`src/pkg/serial_glue_pkg.sv`:
```
// Purpose: Shared constants and carriers for the serial port clock and glue block
// Assumes: 250 MHz system clock; baud clocks are one-cycle enable ticks at 16x rate
// Notes:   Base and character tap divider counts are parameters of the top with these as defaults
package serial_glue_pkg;

  // ----------------------------------------------------------------
  // Widths and timing
  // ----------------------------------------------------------------
  localparam int unsigned CLOCK_HZ       = 250_000_000;
  localparam int unsigned DATA_W         = 7;
  localparam int unsigned RATE_SEL_W     = 4;
  localparam int unsigned FIFO_DEPTH     = 16;
  // Base 16x tick for 19200 baud: 250e6 / (19200*16) rounded down
  localparam int unsigned BASE_DIV       = CLOCK_HZ / (19200 * 16);
  localparam int unsigned DOT_LOW_DIV    = 10;
  localparam int unsigned DOT_QUART_DIV  = 4;
  localparam int unsigned CHAR_POS_DIV32_TAP_DIV      = 32;
  // 1200 baud ticks counted down for the 110 baud clock
  localparam int unsigned LOW110_DIV     = 11;
  localparam logic [DATA_W-1:0] NULL_CODE = 7'h00;

  // ----------------------------------------------------------------
  // Rate selection codes
  // ----------------------------------------------------------------
  localparam logic [RATE_SEL_W-1:0] SEL_75    = 4'h0;
  localparam logic [RATE_SEL_W-1:0] SEL_110   = 4'h1;
  localparam logic [RATE_SEL_W-1:0] SEL_150   = 4'h2;
  localparam logic [RATE_SEL_W-1:0] SEL_300   = 4'h3;
  localparam logic [RATE_SEL_W-1:0] SEL_600   = 4'h4;
  localparam logic [RATE_SEL_W-1:0] SEL_1000  = 4'h5;
  localparam logic [RATE_SEL_W-1:0] SEL_1200  = 4'h6;
  localparam logic [RATE_SEL_W-1:0] SEL_1800  = 4'h7;
  localparam logic [RATE_SEL_W-1:0] SEL_2000  = 4'h8;
  localparam logic [RATE_SEL_W-1:0] SEL_2400  = 4'h9;
  localparam logic [RATE_SEL_W-1:0] SEL_3600  = 4'ha;
  localparam logic [RATE_SEL_W-1:0] SEL_4800  = 4'hb;
  localparam logic [RATE_SEL_W-1:0] SEL_7200  = 4'hc;
  localparam logic [RATE_SEL_W-1:0] SEL_9600  = 4'hd;

  // ----------------------------------------------------------------
  // Carriers
  // ----------------------------------------------------------------
  typedef struct packed {
    logic holding_reg_empty;
    logic shifter_empty;
    logic rx_ready;
  } xcvr_status_t;

  typedef struct packed {
    logic              load;
    logic [DATA_W-1:0] data;
  } tx_load_t;

endpackage : serial_glue_pkg

```
`src/core/char_fifo.sv`:
```
// Purpose: Small synchronous FIFO for received characters
// Assumes: Single clock, synchronous active-low reset
// Notes:   Read data come from a register; valid/ready on both sides
`timescale 1ns/1ps
`default_nettype none
module char_fifo #(
  parameter int unsigned WIDTH = 7,
  parameter int unsigned DEPTH = 16
) (
  input  wire logic             clock_i,
  input  wire logic             resetn_i,
  input  wire logic             flush_i,
  input  wire logic             in_valid_i,
  output logic                  in_ready_o,
  input  wire logic [WIDTH-1:0] in_data_i,
  output logic                  out_valid_o,
  input  wire logic             out_ready_i,
  output logic      [WIDTH-1:0] out_data_o
);
  localparam int unsigned AW = $clog2(DEPTH);

  logic [WIDTH-1:0] mem_q [DEPTH];
  logic [AW-1:0]    wr_q;
  logic [AW-1:0]    rd_q;
  logic [AW:0]      cnt_q;
  logic [WIDTH-1:0] dout_q;
  logic             dvalid_q;
  logic             push;
  logic             pop_mem;
  logic             mem_empty;

  // ----------------------------------------------------------------
  // Handshakes
  // ----------------------------------------------------------------
  assign mem_empty   = (cnt_q == '0);
  // Occupancy counts the output register too, so capacity is exactly DEPTH
  assign in_ready_o  = ((cnt_q + (AW+1)'(dvalid_q)) != (AW+1)'(DEPTH));
  assign push        = in_valid_i && in_ready_o;
  assign pop_mem     = !mem_empty && (!dvalid_q || out_ready_i);
  assign out_valid_o = dvalid_q;
  assign out_data_o  = dout_q;

  // Storage write
  always_ff @(posedge clock_i) begin
    if (push) begin
      mem_q[wr_q] <= in_data_i;
    end
  end

  // Pointers and fill count
  always_ff @(posedge clock_i) begin
    if (!resetn_i || flush_i) begin
      wr_q  <= '0;
      rd_q  <= '0;
      cnt_q <= '0;
    end else begin
      if (push) wr_q <= wr_q + AW'(1);
      if (pop_mem) rd_q <= rd_q + AW'(1);
      cnt_q <= cnt_q + (AW+1)'(push) - (AW+1)'(pop_mem);
    end
  end

  // Registered read stage
  always_ff @(posedge clock_i) begin
    if (!resetn_i || flush_i) begin
      dvalid_q <= 1'b0;
      dout_q   <= '0;
    end else if (pop_mem) begin
      dvalid_q <= 1'b1;
      dout_q   <= mem_q[rd_q];
    end else if (out_ready_i) begin
      dvalid_q <= 1'b0;
    end
  end
endmodule : char_fifo
`default_nettype wire

```
`src/core/serial_glue.sv`:
```
// Purpose: Baud clock generation and transceiver glue for a terminal serial port
// Assumes: Transceiver core outside; its status pins arrive from other logic
// Notes:   Baud clocks are one-cycle ticks at sixteen times the bit rate
`timescale 1ns/1ps
`default_nettype none
module serial_glue #(
  parameter int unsigned BASE_DIV   = serial_glue_pkg::BASE_DIV,
  parameter int unsigned CHAR_POS_DIV32_TAP_DIV  = serial_glue_pkg::CHAR_POS_DIV32_TAP_DIV,
  parameter int unsigned FIFO_DEPTH = serial_glue_pkg::FIFO_DEPTH
) (
  input  wire logic                                    clock_i,
  input  wire logic                                    resetn_i,
  input  wire logic                                    dot_pos_low_tap_i,
  input  wire logic [serial_glue_pkg::RATE_SEL_W-1:0]  rate_switch_i,
  input  wire logic [serial_glue_pkg::RATE_SEL_W-1:0]  printer_jumper_i,
  input  wire logic                                    printing_i,
  output logic                                         baud_tick_o,
  output logic                                         char_pos_div32_tap_o,
  input  wire serial_glue_pkg::xcvr_status_t           xcvr_status_i,
  input  wire logic [serial_glue_pkg::DATA_W-1:0]      rx_data_i,
  output logic                                         data_received_reset_o,
  output logic                                         input_buffer_load_o,
  output logic                                         input_buffer_clear_o,
  input  wire logic                                    prog_buffer_clear_cmd_i,
  input  wire logic                                    op_reg_load_cmd_i,
  input  wire logic                                    mode0_i,
  output logic                                         rx_valid_o,
  input  wire logic                                    rx_ready_i,
  output logic      [serial_glue_pkg::DATA_W-1:0]      rx_char_o,
  input  wire logic [serial_glue_pkg::DATA_W-1:0]      bus_data_i,
  input  wire logic                                    key_tx_load_req_i,
  input  wire logic                                    prog_tx_load_cmd_i,
  input  wire logic                                    system_strobe_i,
  input  wire logic                                    main_clear_to_send_i,
  input  wire logic                                    printer_clear_to_send_i,
  input  wire logic                                    conversation_mode_i,
  output serial_glue_pkg::tx_load_t                    tx_load_o,
  output logic                                         tx_busy_o,
  output logic                                         tx_busy_synced_o
);

  // ----------------------------------------------------------------
  // Pin synchronisers
  // ----------------------------------------------------------------
  logic [3:0] meta_q;
  logic [3:0] sync_q;
  logic       dot_s;
  logic       main_cts_s;
  logic       prn_cts_s;
  logic       strobe_s;

  // Two-stage capture of asynchronous pins
  always_ff @(posedge clock_i) begin
    if (!resetn_i) begin
      meta_q <= 4'h0;
      sync_q <= 4'h0;
    end else begin
      meta_q <= {system_strobe_i, printer_clear_to_send_i,
                 main_clear_to_send_i, dot_pos_low_tap_i};
      sync_q <= meta_q;
    end
  end
  assign dot_s      = sync_q[0];
  assign main_cts_s = sync_q[1];
  assign prn_cts_s  = sync_q[2];
  assign strobe_s   = sync_q[3];

  // ----------------------------------------------------------------
  // Baud tick chains
  // ----------------------------------------------------------------
  // Next count of a wrapping divider
  function automatic logic [15:0] wrap_next(input logic [15:0] c, input int unsigned m);
    wrap_next = (c == 16'(m - 1)) ? 16'h0000 : c + 16'h0001;
  endfunction

  logic [15:0] base_cnt_q;
  logic [7:0]  bin_q;
  logic [8:0]  bin_tick;
  logic        base_tick;
  logic [15:0] cpc_cnt_q;
  logic        cpc_tick;
  logic        dot_d1_q;
  logic        dot_rise;
  logic [15:0] dec_cnt_q;
  logic [1:0]  quart_q;
  logic [1:0]  low_q;
  logic        t7200;
  logic [2:0]  low_tick;
  logic [15:0] c110_q;
  logic        t110;

  assign base_tick = (base_cnt_q == 16'(BASE_DIV - 1));
  assign cpc_tick  = (cpc_cnt_q == 16'(CHAR_POS_DIV32_TAP_DIV - 1));
  assign dot_rise  = dot_s && !dot_d1_q;
  assign t7200     = dot_rise && (dec_cnt_q == 16'(serial_glue_pkg::DOT_LOW_DIV - 1))
                     && (quart_q == 2'(serial_glue_pkg::DOT_QUART_DIV - 1));

  // Binary halving stage ticks: bin_tick[k] is 19200 >> k
  always_comb begin
    bin_tick[0] = base_tick;
    for (int k = 1; k < 9; k++) begin
      bin_tick[k] = bin_tick[k-1] && bin_q[k-1];
    end
  end

  // Base divider and eight halvings, 19200 down to 75
  always_ff @(posedge clock_i) begin
    if (!resetn_i) begin
      base_cnt_q <= 16'h0000;
      bin_q      <= 8'h00;
    end else begin
      base_cnt_q <= wrap_next(base_cnt_q, BASE_DIV);
      for (int k = 0; k < 8; k++) begin
        if (bin_tick[k]) bin_q[k] <= !bin_q[k];
      end
    end
  end

  // Character counter divide-by-32 tap, used directly for 2000
  always_ff @(posedge clock_i) begin
    if (!resetn_i) begin
      cpc_cnt_q <= 16'h0000;
    end else begin
      cpc_cnt_q <= wrap_next(cpc_cnt_q, CHAR_POS_DIV32_TAP_DIV);
    end
  end

  // Dot tap divided by 10 then 4, then halved twice
  always_ff @(posedge clock_i) begin
    if (!resetn_i) begin
      dot_d1_q  <= 1'b0;
      dec_cnt_q <= 16'h0000;
      quart_q   <= 2'h0;
      low_q     <= 2'h0;
    end else begin
      dot_d1_q <= dot_s;
      if (dot_rise) begin
        dec_cnt_q <= wrap_next(dec_cnt_q, serial_glue_pkg::DOT_LOW_DIV);
        if (dec_cnt_q == 16'(serial_glue_pkg::DOT_LOW_DIV - 1)) quart_q <= quart_q + 2'h1;
      end
      if (low_tick[0]) low_q[0] <= !low_q[0];
      if (low_tick[1]) low_q[1] <= !low_q[1];
    end
  end
  assign low_tick[0] = t7200;
  assign low_tick[1] = low_tick[0] && low_q[0];
  assign low_tick[2] = low_tick[1] && low_q[1];

  // 1200 ticks counted down to 110
  always_ff @(posedge clock_i) begin
    if (!resetn_i) begin
      c110_q <= 16'h0000;
    end else if (bin_tick[4]) begin
      c110_q <= wrap_next(c110_q, serial_glue_pkg::LOW110_DIV);
    end
  end
  assign t110 = bin_tick[4] && (c110_q == 16'(serial_glue_pkg::LOW110_DIV - 1));

  // Rate table lookup from a four-bit position
  function automatic logic pick_rate(input logic [3:0] s, input logic [8:0] b,
                                     input logic [2:0] l, input logic c, input logic e);
    unique case (s)
      serial_glue_pkg::SEL_75:   pick_rate = b[8];
      serial_glue_pkg::SEL_110:  pick_rate = e;
      serial_glue_pkg::SEL_150:  pick_rate = b[7];
      serial_glue_pkg::SEL_300:  pick_rate = b[6];
      serial_glue_pkg::SEL_600:  pick_rate = b[5];
      serial_glue_pkg::SEL_1000: pick_rate = 1'b0; // No source for this rate
      serial_glue_pkg::SEL_1200: pick_rate = b[4];
      serial_glue_pkg::SEL_1800: pick_rate = l[2];
      serial_glue_pkg::SEL_2000: pick_rate = c;
      serial_glue_pkg::SEL_2400: pick_rate = b[3];
      serial_glue_pkg::SEL_3600: pick_rate = l[1];
      serial_glue_pkg::SEL_4800: pick_rate = b[2];
      serial_glue_pkg::SEL_7200: pick_rate = l[0];
      serial_glue_pkg::SEL_9600: pick_rate = b[1];
      default:                   pick_rate = b[0];
    endcase
  endfunction

  logic main_tick;
  logic prn_tick;
  assign main_tick = pick_rate(rate_switch_i, bin_tick, low_tick, cpc_tick, t110);
  assign prn_tick  = pick_rate(printer_jumper_i, bin_tick, low_tick, cpc_tick, t110);

  // Transceiver clock: line rate or printer rate
  always_ff @(posedge clock_i) begin
    if (!resetn_i) begin
      baud_tick_o          <= 1'b0;
      char_pos_div32_tap_o <= 1'b0;
    end else begin
      baud_tick_o          <= printing_i ? prn_tick : main_tick;
      char_pos_div32_tap_o <= cpc_tick;
    end
  end

  // ----------------------------------------------------------------
  // Receive path into the input buffer
  // ----------------------------------------------------------------
  logic fifo_in_ready;
  logic load_q;
  logic clear_q;

  // Load when ready flag high and buffer free; one pulse per character
  always_ff @(posedge clock_i) begin
    if (!resetn_i) begin
      load_q <= 1'b0;
    end else begin
      load_q <= xcvr_status_i.rx_ready && fifo_in_ready && !load_q;
    end
  end
  assign input_buffer_load_o   = load_q;
  assign data_received_reset_o = load_q;

  // Buffer clear from command or mode 0 operation register load
  always_ff @(posedge clock_i) begin
    if (!resetn_i) begin
      clear_q <= 1'b0;
    end else begin
      clear_q <= prog_buffer_clear_cmd_i || (mode0_i && op_reg_load_cmd_i);
    end
  end
  assign input_buffer_clear_o = clear_q;

  // Received characters held until processed
  char_fifo #(
    .WIDTH (serial_glue_pkg::DATA_W),
    .DEPTH (FIFO_DEPTH)
  ) u_rx_fifo (
    .clock_i     (clock_i),
    .resetn_i    (resetn_i),
    .flush_i     (clear_q),
    .in_valid_i  (load_q),
    .in_ready_o  (fifo_in_ready),
    .in_data_i   (rx_data_i),
    .out_valid_o (rx_valid_o),
    .out_ready_i (rx_ready_i),
    .out_data_o  (rx_char_o)
  );

  // ----------------------------------------------------------------
  // Transmit load and busy
  // ----------------------------------------------------------------
  logic window_q;
  logic window_d1_q;
  logic prog_load_q;
  logic bus_null;
  logic busy_sync_q;
  logic cts_sel;

  assign bus_null = (bus_data_i == serial_glue_pkg::NULL_CODE);

  // One-cycle load window from the processor command
  always_ff @(posedge clock_i) begin
    if (!resetn_i) begin
      window_q    <= 1'b0;
      window_d1_q <= 1'b0;
    end else begin
      window_q    <= prog_tx_load_cmd_i && !window_q;
      window_d1_q <= window_q;
    end
  end

  // Load flop set on window rise, dropped by strobe
  always_ff @(posedge clock_i) begin
    if (!resetn_i) begin
      prog_load_q <= 1'b0;
    end else if (window_q && !window_d1_q) begin
      prog_load_q <= 1'b1;
    end else if (strobe_s) begin
      prog_load_q <= 1'b0;
    end
  end

  // Keyboard OR processor load, suppressed on null bus
  always_ff @(posedge clock_i) begin
    if (!resetn_i) begin
      tx_load_o <= '0;
    end else begin
      tx_load_o.load <= (key_tx_load_req_i || prog_load_q) && !bus_null;
      tx_load_o.data <= bus_data_i;
    end
  end

  // Busy from status flags and load in progress
  assign tx_busy_o = !(xcvr_status_i.holding_reg_empty && xcvr_status_i.shifter_empty)
                     || window_q || prog_load_q;

  // Selected clear-to-send; asserted low pins, so high means not clear
  assign cts_sel = printing_i ? prn_cts_s : main_cts_s;

  // Busy latched on system strobe, forced by clear-to-send in conversation mode
  always_ff @(posedge clock_i) begin
    if (!resetn_i) begin
      busy_sync_q <= 1'b0;
    end else if (strobe_s) begin
      busy_sync_q <= tx_busy_o || (conversation_mode_i && cts_sel);
    end
  end
  assign tx_busy_synced_o = busy_sync_q;

  // ----------------------------------------------------------------
  // Checks
  // ----------------------------------------------------------------
  property p_null_blocks;
    @(posedge clock_i) disable iff (!resetn_i)
      bus_null |=> !tx_load_o.load;
  endproperty
  a_null_blocks: assert property (p_null_blocks) else $error("load on null");

  property p_busy_flags;
    @(posedge clock_i) disable iff (!resetn_i)
      !xcvr_status_i.shifter_empty |-> tx_busy_o;
  endproperty
  a_busy_flags: assert property (p_busy_flags) else $error("busy missing");

  property p_clear;
    @(posedge clock_i) disable iff (!resetn_i)
      prog_buffer_clear_cmd_i |=> input_buffer_clear_o;
  endproperty
  a_clear: assert property (p_clear) else $error("clear missing");

  property p_mode_clear;
    @(posedge clock_i) disable iff (!resetn_i)
      mode0_i && op_reg_load_cmd_i |=> input_buffer_clear_o ##1 !rx_valid_o;
  endproperty
  a_mode_clear: assert property (p_mode_clear) else $error("mode clear");

  property p_load_resets;
    @(posedge clock_i) disable iff (!resetn_i)
      input_buffer_load_o |-> data_received_reset_o;
  endproperty
  a_load_resets: assert property (p_load_resets) else $error("no rx reset");

  property p_load_cause;
    @(posedge clock_i) disable iff (!resetn_i)
      $rose(input_buffer_load_o) |-> $past(xcvr_status_i.rx_ready);
  endproperty
  a_load_cause: assert property (p_load_cause) else $error("load no ready");

  property p_sync_stable;
    @(posedge clock_i) disable iff (!resetn_i)
      !strobe_s |=> $stable(tx_busy_synced_o);
  endproperty
  a_sync_stable: assert property (p_sync_stable) else $error("sync moved");

  property p_window_one;
    @(posedge clock_i) disable iff (!resetn_i)
      window_q |=> !window_q;
  endproperty
  a_window_one: assert property (p_window_one) else $error("window long");
endmodule : serial_glue
`default_nettype wire

```
`config.mk`:
```
export PLATFORM = sky130hd
export DESIGN_NAME = serial_glue
export DESIGN_NICKNAME = d
export VERILOG_FILES = /design/src/pkg/serial_glue_pkg.sv /design/src/core/char_fifo.sv /design/src/core/serial_glue.sv
export SDC_FILE = /design/constraint.sdc
export NUM_CORES = 1
export LEC_CHECK = 0
export BUFFER_PORTS_ARGS = -buffer_cell sky130_fd_sc_hd__buf_2
export CORE_UTILIZATION = 55
export CTS_BUF_LIST = sky130_fd_sc_hd__clkbuf_4 sky130_fd_sc_hd__clkbuf_8
export DETAILED_ROUTE_END_ITERATION = 8
export HOLD_SLACK_MARGIN = 0.12
export PLACE_DENSITY = 0.73
export SETUP_SLACK_MARGIN = 0.1
export SKIP_CTS_REPAIR_TIMING = 1
export SLEW_MARGIN = 20
export SYNTH_ARGS = -nofsm -noshare
export SYNTH_HDL_FRONTEND = slang
export SYNTH_SLANG_ARGS = --single-unit
```
`constraint.sdc`:
```
create_clock -name clock_i -period 3.85 [get_ports clock_i]
set_clock_uncertainty 0.2 [all_clocks]
set_input_delay 0.9625 -clock clock_i [delete_from_list [all_inputs] [get_ports clock_i]]
set_output_delay 0.9625 -clock clock_i [all_outputs]
set_load 0.005 [all_outputs]
```
==> reports/qor_table.md <==
| Stage | Result | Value |
|---|---|---|
| placement | HPWL Detailed | 13,200 µm |
| worst setup path | Peak fanout along the critical path | 9 |
| min path | Worst Hold Path EP | sync_q[1] |
| worst setup path | Worst endpoint required time | 4.09 ns |
| die | Die Outline Area | 0.0183 mm² |
| sta | Setup violators final | 0 |
| clock network | CTS buffer count | 40 |
| cells and area | Final #Nets | 948 |
| global route | Number of antenna violations at the first check in global routing | 1 |
| pwr | Standby leakage power | 4.10 nW |
| synthesis | Area share of the largest cell type after synthesis | 0.344 |
| clock network | CTS tree | yes |
| global route | Vias in the first global route | 6,613 |
| sta | Total negative slack | 0 ns |
| worst setup path | Worst Setup End Kind | flip-flop |
| cells and area | Post-synthesis to final-layout area growth | 14.2% |
| die | Height of the chip | 135 µm |
| cells and area | Final standard cell area without fillers | 0.0112 mm² |
| synthesis | Cell variety after synth | 55 |
| routing | Detailed-route wire length | 19,400 µm |
| worst setup path | Startpoint of the worst register-to-register path | u_rx_fifo.cnt_q[0] |
| worst setup path | Worst-path cell with the longest stage delay | sky130_fd_sc_hd__or4_1 |
| worst setup path | Setup CP Type | reg -> reg |
| die | Row Count | 48 |
| sta | Final critical-path required period | 3.28 ns |
| clock network | Library cell used as clock root buffer | sky130_fd_sc_hd__clkbuf_8 |
| synthesis | Register bit total from synthesis | 234 |
| synthesis | Mapped Avg Cell Area | 12.2 µm² |
| routing | Via density per instance | 5.62 |
| placement | Placed inst area | 0.0103 mm² |
| sta | Rel. slew slack | 0.436 |
| clock network | CTS clk-pin slew, worst paths | 0.06 ns |
| min path | Worst Min Path Start | meta_q[1] |
| sta | RSZ-0062 raised after global routing | no |
| sta | Period Utilization, post-route | 0.852 |
| worst setup path | Peak per-stage delay on the critical path | 0.44 ns |
| die | Number of primary I/O pins | 62 |
| synthesis | Mapped Nets | 865 |
| pwr | Power after layout | 6.05 mW |
| routing | DR iter-0 viols | 409 |
| global route | Global-route wire length before repair | 32,200 µm |
| placement | Input/output buffers | 61 |
| synthesis | Post-synth EDFFs | 112 |
| cells and area | Commonest cells after routing, fill and taps aside | 121 x sky130_fd_sc_hd__dfxtp_1, 112 x sky130_fd_sc_hd__nor2_1, 112 x sky130_fd_sc_hd__edfxtp_1 |
| synthesis | Post-Syn Instances | 802 |
| sta | Slew Viols, Final | 0 |
| sta | Worst-margin pin slew | 0.843 ns |
| worst setup path | Most frequent cell on the critical path | sky130_fd_sc_hd__ha_1 |
| global route | Aggregate global-route resource usage | 0.225 |
| sta | Fmax | 305 MHz |
| cells and area | Most common cell after layout, fill and taps aside | sky130_fd_sc_hd__dfxtp_1 |
| min path | Class of the worst hold path | reg -> reg |
| cells and area | Fraction of layout instances using a drive strength above 1 | 0.209 |
| cells and area | Fill cell total of the finished layout | 1,286 |
| global route | Total congestion overflow | 0 |
| worst setup path | Worst setup SP type | flip-flop |
| die | Starting density of the core | 0.564 |
| placement | Placer congestion estimate | 0.814 |
| cells and area | Antenna diode count | 0 |
| sta | Number of hold violations in the final report | 0 |
| worst setup path | Register-to-register setup slack | 0.57 ns |
| worst setup path | Depth of the most critical reg-to-reg path | 14 |
| clock network | Number of levels in the clock H-tree | 2 |
| worst setup path | Arr. time, crit path | 3.52 ns |
| synthesis | Cell types with the largest area share after synthesis | sky130_fd_sc_hd__edfxtp_1 34%, sky130_fd_sc_hd__dfxtp_1 25%, sky130_fd_sc_hd__mux4_2 8.1% |
| routing | Routed Antenna Nets | 0 |
| run status | Run status | finished, final reports clean |
| min path | Cell count of the worst hold path | 1 |
| pwr | Cell area power density | 541 mW/mm² |
| clock network | Num Clock Sinks | 234 |
| sta | Post-layout worst setup margin | 0.568 ns |
| die | Horizontal die dimension | 135 µm |
| cells and area | Share of the core filled with cells in the final layout | 0.644 |
| pwr | Worst vdd ir | 0.606 mV |
| sta | Final worst hold slack | 0.233 ns |
| synthesis | Top cell type by total area after synthesis | sky130_fd_sc_hd__edfxtp_1 |
| synthesis | Sequential element share of the synthesized area | 0.593 |
| worst setup path | Terminus of the critical flop-to-flop path | u_rx_fifo.cnt_q[4] |
| synthesis | Netlist Area Pre-Place | 0.00979 mm² |
| worst setup path | Series of cell instances along the critical path | ha_1 -> ha_1 -> nor3b_1 -> a31oi_1 -> or4_1 -> and2_1 -> ha_1 -> inv_1 -> fa_1 -> inv_1 -> a21oi_1 -> nor2_1 -> or3_1 -> a21oi_1 |
| routing | Pre-Repair DR Iteration Count | 4 |
| placement | Setup Slack @ Placement | 0.594 ns |
| placement | Placed Cells | 1,068 |
| clock network | Worst-Skew Late Latency | 0.53 ns |
| routing | Total DRC errors in the routed layout | 0 |
| clock network | Maximum buffer depth of the clock tree | 3 |
| run | MaxCap Viol Count | 0 |
| routing | Vias after detailed routing | 6,421 |
| synthesis | Count of warnings emitted by yosys | 0 |
| synthesis | Main synth FF type | sky130_fd_sc_hd__dfxtp_1 |
| die | Core region area | 0.0174 mm² |
| synthesis | FFs w/ async S/R, synth | 0 |
| global route | Pin count of the biggest net entering global routing | 32 |
| cells and area | Number of standard cells in the layout, taps in and fillers out | 1,142 |
| routing | Routed wirelength normalized by instance count | 17.0 µm |
[report_power, final]
group / total [mW] / switching [mW] / internal (mW)
clock network: 2.30 / 0.971 / 1.32
logic: 0.999 / 0.494 / 0.505
registers: 2.75 / 0.0576 / 2.69
[worst max-delay path by stage]
stage                                     start                 end  slack, ns
after floorplan                      rx_ready_i  u_rx_fifo.cnt_q[4]       0.55
after global placement    u_rx_fifo.out_valid_o  u_rx_fifo.cnt_q[4]       0.71
after detailed placement     u_rx_fifo.cnt_q[0]  u_rx_fifo.cnt_q[4]       0.59
after CTS                    u_rx_fifo.cnt_q[0]  u_rx_fifo.cnt_q[4]       0.56
after global routing         u_rx_fifo.cnt_q[0]  u_rx_fifo.cnt_q[4]       0.28
final                        u_rx_fifo.cnt_q[0]  u_rx_fifo.cnt_q[4]       0.57
[state kept, by name, summed over array words and instances, names as in the netlist, 5 cells and up]
name                  count
dec_cnt_q                16
base_cnt_q               16
cpc_cnt_q                16
bin_q                     8
c110_q                   16
u_rx_fifo.cnt_q           5
tx_load_o                 8
u_rx_fifo.out_data_o      7
u_rx_fifo.mem_q         112
[layer usage]
metal,GRT usage,vias to the layer above,routed length [µm]
li1,-,3068,-
met3,0.0475,46,821
met2,0.398,146,10000
met1,0.267,3159,8170
met4,0.0893,2,431
met5,0,-,13
[logic make-up after synthesis]
kind of cell,share of synthesized area
simple gates,0.165
flops,0.593
xor+xnor,0.0608
compound gates,0.0381
fa+ha+maj,0.0314
buf+inv,0.0208
mux,0.0910
[layout make-up]
class                   instances  area (µm²)  area share
multi-input cells             517        3780       0.338
repair buffers                 70         373      0.0334
flip-flops and latches        234        5810       0.520
well taps                     225         282      0.0252
clock buffers                  61         752      0.0673
clock inverters                13        97.6     0.00873
inverters                      22        82.6     0.00739
[cell usage after synthesis (all sizes together) (8+ instances only)]
| cell type | instances |
|---|---|
| a21oi | 29 |
| and2 | 19 |
| and3 | 17 |
| buf | 12 |
| clkbuf | 17 |
| dfxtp | 122 |
| edfxtp | 112 |
| ha | 23 |
| inv | 21 |
| mux2i | 8 |
| mux4 | 35 |
| nand2 | 50 |
| nand2b | 9 |
| nand3 | 19 |
| nand4 | 19 |
| nor2 | 116 |
| nor3 | 17 |
| nor4 | 8 |
| nor4b | 8 |
| o21ai | 23 |
| or3 | 15 |
| xnor2 | 22 |
| xor2 | 46 |
[worst max-delay path: cells and delay by family, from the launching register on]
family          cells  cell delay, ns
simple gates        5            1.35
fa+ha+maj           4            0.86
compound gates      3            0.35
flops               1            0.33
buf+inv             2            0.12
No activity file was read; power rests on OpenSTA's default activity.
